$ cat config.mk
export PLATFORM = sky130hd
export DESIGN_NAME = jtag_tap_id_usercode
export DESIGN_NICKNAME = d
export VERILOG_FILES = /design/src/logic/jtag_tap_id_usercode.v /design/src/logic/tap_fsm.v
export VERILOG_INCLUDE_DIRS = /design/src /design/src/logic
export SDC_FILE = /design/constraint.sdc
export NUM_CORES = 1
export LEC_CHECK = 0
export CAP_MARGIN = 20
export CORE_MARGIN = 2
export CORE_UTILIZATION = 35
export CTS_BUF_LIST = sky130_fd_sc_hd__clkbuf_16
export CTS_CLUSTER_SIZE = 28
export DETAILED_ROUTE_END_ITERATION = 6
export DONT_BUFFER_PORTS = 1
export GPL_ROUTABILITY_DRIVEN = 1
export PLACE_DENSITY = 0.45
export SLEW_MARGIN = 0
export SYNTH_ARGS = -nofsm -noshare
export SYNTH_HDL_FRONTEND = slang
export SYNTH_HIERARCHICAL = 1
export SYNTH_SLANG_ARGS = --single-unit
$ cat constraint.sdc
create_clock -name clk -period 2.4 [get_ports clk]
set_input_delay 0.12 -clock clk [delete_from_list [all_inputs] [get_ports clk]]
set_output_delay 0.12 -clock clk [all_outputs]
set_load 0.02 [all_outputs]
$ cat src/logic/tap_defs.vh
`ifndef TAP_DEFS_VH
`define TAP_DEFS_VH
`define IR_W 4
`define DR_W 32
`define TMS_RESET_COUNT 3'h5
`define CNT_W 3
`define IR_BYPASS 4'hF
`define IR_EXTEST 4'h0
`define IR_SAMPLE 4'h1
`define IR_IDCODE 4'h2
`define IR_USERCODE 4'h3
`define IR_CHIPTAP 4'h4
`define IR_CAPTURE_PAT 4'h1
`define ID_VERSION 4'h0
`define ID_PART 16'h0001
`define ID_MFR 11'h001
`define UC_UID_HI 31
`define UC_UID_LO 22
`define SEC_UID_HI 31
`define SEC_UID_LO 22
`define SEC_JTAG_OFF 0
`define UC_REV 22'h000000
`define BSR_W 8
`define ST_TLR 0
`define ST_CDR 3
`define ST_SHDR 4
`define ST_UDR 8
`define ST_CIR 10
`define ST_SHIR 11
`define ST_UIR 15
`endif

$ cat src/logic/jtag_tap_id_usercode.v
`timescale 1ns/1ps
`include "tap_defs.vh"
module jtag_tap_id_usercode (
	clk,
	rst_n,
	tck,
	tms,
	tdi,
	trst_n,
	security_word,
	pin_in,
	tdo,
	tdo_oe,
	pin_out,
	pin_oe_ext,
	chip_tdi,
	chip_sel,
	chip_capture,
	chip_shift,
	chip_update,
	chip_tck_rise,
	chip_tdo
);
	input wire clk;
	input wire rst_n;
	input wire tck;
	input wire tms;
	input wire tdi;
	input wire trst_n;
	input wire [31:0] security_word;
	input wire [`BSR_W-1:0] pin_in;
	output reg tdo;
	output reg tdo_oe;
	output reg [`BSR_W-1:0] pin_out;
	output reg pin_oe_ext;
	output reg chip_tdi;
	output reg chip_sel;
	output reg chip_capture;
	output reg chip_shift;
	output reg chip_update;
	output reg chip_tck_rise;
	input wire chip_tdo;
	// ----------------------------------------
	// Input synchronisers and edges
	// ----------------------------------------
	reg [3:0] sync1_reg;
	reg [3:0] sync2_reg;
	reg tck_old_reg;
	reg chip_tdo1_reg;
	reg chip_tdo2_reg;
	reg [`BSR_W-1:0] pin1_reg;
	reg [`BSR_W-1:0] pin2_reg;
	wire tck_s = sync2_reg[0];
	wire tms_s = sync2_reg[1];
	wire tdi_s = sync2_reg[2];
	wire trst_s = sync2_reg[3];
	wire tck_rise = tck_s & ~tck_old_reg;
	wire tck_fall = ~tck_s & tck_old_reg;
	wire locked = security_word[`SEC_JTAG_OFF];
	wire tap_rst_n = rst_n & trst_s & ~locked;
	always @(posedge clk) begin
		if (!rst_n) begin
			sync1_reg <= 4'h0;
			sync2_reg <= 4'h0;
			tck_old_reg <= 1'b0;
			chip_tdo1_reg <= 1'b0;
			chip_tdo2_reg <= 1'b0;
			pin1_reg <= {`BSR_W{1'b0}};
			pin2_reg <= {`BSR_W{1'b0}};
		end else begin
			sync1_reg <= {trst_n, tdi, tms, tck};
			sync2_reg <= sync1_reg;
			tck_old_reg <= tck_s;
			chip_tdo1_reg <= chip_tdo;
			chip_tdo2_reg <= chip_tdo1_reg;
			pin1_reg <= pin_in;
			pin2_reg <= pin1_reg;
		end
	end
	// ----------------------------------------
	// TAP controller
	// ----------------------------------------
	wire [15:0] st;
	tap_fsm u_fsm (
		.clk(clk),
		.rst_n(tap_rst_n),
		.tck_rise(tck_rise),
		.tms(tms_s),
		.state_reg(st)
	);
	wire in_tlr = st[`ST_TLR];
	wire in_cdr = st[`ST_CDR];
	wire in_shdr = st[`ST_SHDR];
	wire in_udr = st[`ST_UDR];
	wire in_cir = st[`ST_CIR];
	wire in_shir = st[`ST_SHIR];
	wire in_uir = st[`ST_UIR];
	// ----------------------------------------
	// ID word and user code word (UID taken from security_word)
	// ----------------------------------------
	wire [31:0] id_word = {`ID_VERSION, `ID_PART, `ID_MFR, 1'b1};
	wire [9:0] uid = security_word[`SEC_UID_HI:`SEC_UID_LO];
	wire [31:0] user_word = {uid, `UC_REV};
	// ----------------------------------------
	// Instruction decode
	// ----------------------------------------
	function ir_match;
		input [`IR_W-1:0] code;
		input [`IR_W-1:0] op;
		begin
			ir_match = code == op;
		end
	endfunction
	// ----------------------------------------
	// Instruction and data registers
	// ----------------------------------------
	reg [`IR_W-1:0] ir_sh_reg;
	reg [`IR_W-1:0] ir_reg;
	reg [`DR_W-1:0] dr_reg;
	reg [`BSR_W-1:0] bsr_reg;
	reg byp_reg;
	wire is_id = ir_match(ir_reg, `IR_IDCODE);
	wire is_uc = ir_match(ir_reg, `IR_USERCODE);
	wire is_ext = ir_match(ir_reg, `IR_EXTEST);
	wire is_bs = is_ext || ir_match(ir_reg, `IR_SAMPLE);
	wire is_chip = ir_match(ir_reg, `IR_CHIPTAP);
	reg out_bit;
	always @* begin
		if (in_shir)
			out_bit = ir_sh_reg[0];
		else if (is_id || is_uc)
			out_bit = dr_reg[0];
		else if (is_bs)
			out_bit = bsr_reg[0];
		else if (is_chip)
			out_bit = chip_tdo2_reg;
		else
			out_bit = byp_reg;
	end
	always @(posedge clk) begin
		if (!tap_rst_n) begin
			ir_sh_reg <= {`IR_W{1'b0}};
			ir_reg <= `IR_IDCODE;
			dr_reg <= {`DR_W{1'b0}};
			bsr_reg <= {`BSR_W{1'b0}};
			byp_reg <= 1'b0;
			tdo <= 1'b0;
			tdo_oe <= 1'b0;
		end else begin
			if (in_tlr)
				ir_reg <= `IR_IDCODE;
			if (tck_rise) begin
				if (in_cir)
					ir_sh_reg <= `IR_CAPTURE_PAT;
				if (in_shir)
					ir_sh_reg <= {tdi_s, ir_sh_reg[`IR_W-1:1]};
				if (in_cdr) begin
					byp_reg <= 1'b0;
					if (is_id)
						dr_reg <= id_word;
					if (is_uc)
						dr_reg <= user_word;
					if (is_bs)
						bsr_reg <= pin2_reg;
				end
				if (in_shdr) begin
					byp_reg <= tdi_s;
					dr_reg <= {tdi_s, dr_reg[`DR_W-1:1]};
					bsr_reg <= {tdi_s, bsr_reg[`BSR_W-1:1]};
				end
			end
			if (tck_fall) begin
				if (in_uir)
					ir_reg <= ir_sh_reg;
				tdo <= out_bit;
				tdo_oe <= in_shir | in_shdr;
			end
		end
	end
	// ----------------------------------------
	// Inner chip TAP forwarding
	// ----------------------------------------
	always @(posedge clk) begin
		if (!tap_rst_n) begin
			chip_tdi <= 1'b0;
			chip_sel <= 1'b0;
			chip_capture <= 1'b0;
			chip_shift <= 1'b0;
			chip_update <= 1'b0;
			chip_tck_rise <= 1'b0;
		end else begin
			chip_tck_rise <= tck_rise & is_chip;
			chip_sel <= is_chip;
			chip_capture <= is_chip & in_cdr;
			chip_shift <= is_chip & in_shdr;
			chip_update <= is_chip & in_udr;
			chip_tdi <= tdi_s;
		end
	end
	// ----------------------------------------
	// Boundary pin drivers
	// ----------------------------------------
	always @(posedge clk) begin
		if (!tap_rst_n) begin
			pin_out <= {`BSR_W{1'b0}};
			pin_oe_ext <= 1'b0;
		end else if (!is_ext) begin
			pin_oe_ext <= 1'b0;
		end else if (tck_fall && in_udr) begin
			pin_out <= bsr_reg;
			pin_oe_ext <= 1'b1;
		end
	end
endmodule

$ cat src/logic/tap_fsm.v
`timescale 1ns/1ps
`include "tap_defs.vh"
module tap_fsm (
	clk,
	rst_n,
	tck_rise,
	tms,
	state_reg
);
	input wire clk;
	input wire rst_n;
	input wire tck_rise;
	input wire tms;
	output reg [15:0] state_reg;
	// ----------------------------------------
	// One-hot TAP states
	// ----------------------------------------
	localparam S_TLR = 16'h0001;
	localparam S_RTI = 16'h0002;
	localparam S_SDR = 16'h0004;
	localparam S_CDR = 16'h0008;
	localparam S_SHDR = 16'h0010;
	localparam S_E1DR = 16'h0020;
	localparam S_PDR = 16'h0040;
	localparam S_E2DR = 16'h0080;
	localparam S_UDR = 16'h0100;
	localparam S_SIR = 16'h0200;
	localparam S_CIR = 16'h0400;
	localparam S_SHIR = 16'h0800;
	localparam S_E1IR = 16'h1000;
	localparam S_PIR = 16'h2000;
	localparam S_E2IR = 16'h4000;
	localparam S_UIR = 16'h8000;
	reg [15:0] state_next;
	reg [`CNT_W-1:0] ones_reg;
	reg [`CNT_W-1:0] ones_next;
	always @* begin
		ones_next = ones_reg;
		if (tck_rise) begin
			if (!tms)
				ones_next = {`CNT_W{1'b0}};
			else if (ones_reg != `TMS_RESET_COUNT)
				ones_next = ones_reg + 3'h1;
		end
	end
	always @* begin
		state_next = state_reg;
		if (tck_rise) begin
			case (state_reg)
			S_TLR: state_next = tms ? S_TLR : S_RTI;
			S_RTI: state_next = tms ? S_SDR : S_RTI;
			S_SDR: state_next = tms ? S_SIR : S_CDR;
			S_CDR: state_next = tms ? S_E1DR : S_SHDR;
			S_SHDR: state_next = tms ? S_E1DR : S_SHDR;
			S_E1DR: state_next = tms ? S_UDR : S_PDR;
			S_PDR: state_next = tms ? S_E2DR : S_PDR;
			S_E2DR: state_next = tms ? S_UDR : S_SHDR;
			S_UDR: state_next = tms ? S_SDR : S_RTI;
			S_SIR: state_next = tms ? S_TLR : S_CIR;
			S_CIR: state_next = tms ? S_E1IR : S_SHIR;
			S_SHIR: state_next = tms ? S_E1IR : S_SHIR;
			S_E1IR: state_next = tms ? S_UIR : S_PIR;
			S_PIR: state_next = tms ? S_E2IR : S_PIR;
			S_E2IR: state_next = tms ? S_UIR : S_SHIR;
			S_UIR: state_next = tms ? S_SDR : S_RTI;
			default: state_next = S_TLR;
			endcase
			if (tms && ones_reg == `TMS_RESET_COUNT - 3'h1)
				state_next = S_TLR;
		end
	end
	always @(posedge clk) begin
		if (!rst_n) begin
			state_reg <= S_TLR;
			ones_reg <= {`CNT_W{1'b0}};
		end else begin
			state_reg <= state_next;
			ones_reg <= ones_next;
		end
	end
endmodule

==> impl_metrics.toml <==
[run_status]
outcome = "complete, no violations"

[global_routing]
grt_max_degree = 45
grt_pass1_vias = 3323
grtUsageTotal_pct = 15.4
grt_antenna_before_repair = 0
grt-ovfl-total = 0
grt_pass1_wl_um = 17400

[pwr]
p_int_uw = 2640
comb_power_share_pct = 2.5
clockPowerShare_pct = 42.0
pwr-share-seq_pct = 55.5
power_leakage_uw = 0.00186
cellPowerDensity_nw_per_um2 = 647
p_sw_share_pct = 22.3
vdd_ir_drop_max_mv = 0.351
p_sw_uw = 757

[routing]
antenna_left = 0
drc = 0
routed_wirelength_um = 10500
wire_per_inst_um = 15.3
first_pass_iters = 4
route.vias.total = 3591
vias_per_cell = 5.23
drtIter0Drc = 347

[floorplanning]
fp.dieArea_um2 = 14000
die_w_um = 118
core-area_um2 = 12700
pin_count = 64
start_util_pct = 36.1
row_count = 41
die_h_um = 118

[finish]
drive_gt1_share_pct = 8.74
postLayoutCellArea_um2 = 5260
fin_cells = 687
antenna_cells = 0
syn_to_final_growth_pct = 14.8
post-route-util_pct = 41.5
final_net_count = 560
largest_reg_flops = 32

[logic_synthesis]
synth_warnings = 6
ys_types = 49
async_flop_share_pct = 0
synthTopCellsByArea = "dfxtp_1, and2_1, nor2_1"
avgSynthCellArea_um2 = 9.24
seq_area_frac_synth_pct = 49.0
ys_ff_latch = 112
synth_nets = 545
synth_largest_area_cell = "dfxtp_1"
synthesis.instances = 495
synth_area_um2 = 4580
synth_top_area_share_pct = 49.0
synthFlopType = "dfxtp_1"
synth_edf_count = 0

[cts]
insertion_delay_ns = 0.35
clkTransAtPathRegs_ns = 0.07
clock_path_buffers = 2
cts_setup_buffers = 0
htreeDepth = 3
postCtsHoldBufs = 24
clock_tree.root_cell = "clkbuf_16"
numCtsBuffers = 9
tritoncts = "yes"
cts-resized-gates = 0
clock_sinks = 112

[worst_hold_path]
min_to = "pin_oe_ext$_SDFFE_PN0P_"
hp-start = "rst_n"
hold_depth = 3
hold_class = "in -> reg"

[placement]
port_buffers = 0
gp_routability_congestion = 0.868
dpl_cell_area_um2 = 4730
dp_cells = 646
dp_hpwl_um = 6770

[setup_path]
reg2reg_from = "u_fsm/state_reg[15]$_SDFFE_PN0P_"
start_kind = "flip-flop"
cp-end-kind = "flip-flop"
cp.required_ns = 2.69
startpoint = "u_fsm/state_reg[15]$_SDFFE_PN0P_"
arrival_ns = 2.26
r2r_slack_ns = 0.43
crit_type = "reg -> reg"
rr_endpoint = "u_fsm/state_reg[0]$_SDFFE_PN1P_"
path_max_fanout = 10
reg2regPathDepth = 6

[run]
maxCapViolations = 0

[timing]
grt_setup_unrepaired = "false"
worstMarginPinSlew_ns = 0.675
hold_violations = 0
setup_viol = 0
tns_ns = 0
finClkSkew_ns = 0.00657
slew-limit-headroom_pct = 54.8
timing.final.crit_share_pct = 81.9
finalCriticalPeriod_ns = 1.97
fmax_mhz = 509
finalMaxSlewViolations = 0
hold_slack_ns = 0.232
power groups by stage:
stage / Combinational (uW) / Clock (uW) / Sequential, uW
4_1_cts: 84.4 / 1480 / 1890
3_5_place_dp: 49.7 / 0 / 1930
2_1_floorplan: 37.5 / 0 / 1920
3_3_place_gp: 49.5 / 0 / 1930
6_report: 84.0 / 1430 / 1890
5_1_grt: 92.5 / 1550 / 1890
Yosys cell counts (3+ instances only):
cell and count:
nand4b_1 3, nor2_1 60, a21oi_1 25, nand4_1 9, inv_1 8, a221oi_1 10, xnor2_1 4, nor2b_1 8
o21a_1 7, nor3_1 11, mux2i_1 8, ha_1 3, nand3_1 11, nor4_1 8, nand3b_1 6, a32oi_1 3
dfxtp_1 112, a22oi_1 22, buf_6 3, nand2_1 12, a211oi_1 6, o2bb2ai_1 7, nor4_2 3, buf_2 10
o21ai_0 37, or3_1 9, and2_1 39, clkbuf_1 22, xor2_1 3
cells by family (layout without fill, tap and decap cells):
logic type,after synthesis,count (layout),synth area share (%)
buf+inv,44,64,4.46
mux,8,8,1.75
fa+ha+maj,3,3,0.820
flops,112,112,49.0
simple gates,194,194,24.3
compound gates,127,127,18.3
xor+xnor,7,7,1.34
per-layer routing:
| layer | share of wire [%] | vias up | GRT usage (%) |
|---|---|---|---|
| met3 | 4.5 | 8 | 3.81 |
| met4 | 1.1 | 0 | 4.97 |
| met2 | 44 | 83 | 22.9 |
| met1 | 51 | 1697 | 21.7 |
| li1 | - | 1803 | - |
| met5 | 0 | - | 0 |
how the worst max path moves through the flow:
stage               cells after the start                               end
floorplan                               8   u_fsm/state_reg[0]$_SDFFE_PN1P_
global placement                        6   u_fsm/state_reg[0]$_SDFFE_PN1P_
detailed placement                      6   u_fsm/state_reg[0]$_SDFFE_PN1P_
CTS                                     6   u_fsm/state_reg[0]$_SDFFE_PN1P_
global route                            6  u_fsm/state_reg[13]$_SDFFE_PN0P_
finish                                  6   u_fsm/state_reg[0]$_SDFFE_PN1P_
critical path, cell delays in order (launching register included):
cell     delay [ns]
dfxtp_1        0.42
or4_1          0.62
nor4_1         0.32
nand4_1        0.19
a21oi_1        0.21
a21oi_1        0.06
nand3_1        0.09
final cells by class:
| class | instances | area [um^2] |
|---|---|---|
| clock buffers | 9 | 225 |
| clock inverters | 7 | 52.6 |
| fillers | 1297 | 7420 |
| inverters | 8 | 30.0 |
| multi-input cells | 339 | 2130 |
| flip-flops and latches | 112 | 2240 |
| well taps | 172 | 215 |
| repair buffers | 40 | 360 |
through the flow:
stage	power, uW	setup slack (ns)
floorplan	1960	0.487
global placement	1980	0.489
detailed placement	1980	0.451
CTS	3450	0.432
global route	3530	0.204
finish	3400	0.435
placed cells by master, fill, tap and decap left out, types with 3 or more instances in the layout:
master	count
dfxtp_1	112
nor2_1	60
and2_1	39
o21ai_0	36
a21oi_1	25
dlygate4sd3_1	24
a22oi_1	22
buf_4	16
nand2_1	12
nand3_1	11
nor3_1	11
a221oi_1	10
inv_1	9
or3_1	9
clkbuf_16	9
nand4_1	9
nor2b_1	8
nor4_1	8
mux2i_1	8
o21a_1	7
o2bb2ai_1	7
nand3b_1	6
a211oi_1	6
xnor2_1	4
a32oi_1	3
nor4_2	3
nand4b_1	3
xor2_1	3
ha_1	3
(Power assumes the default switching activity.)
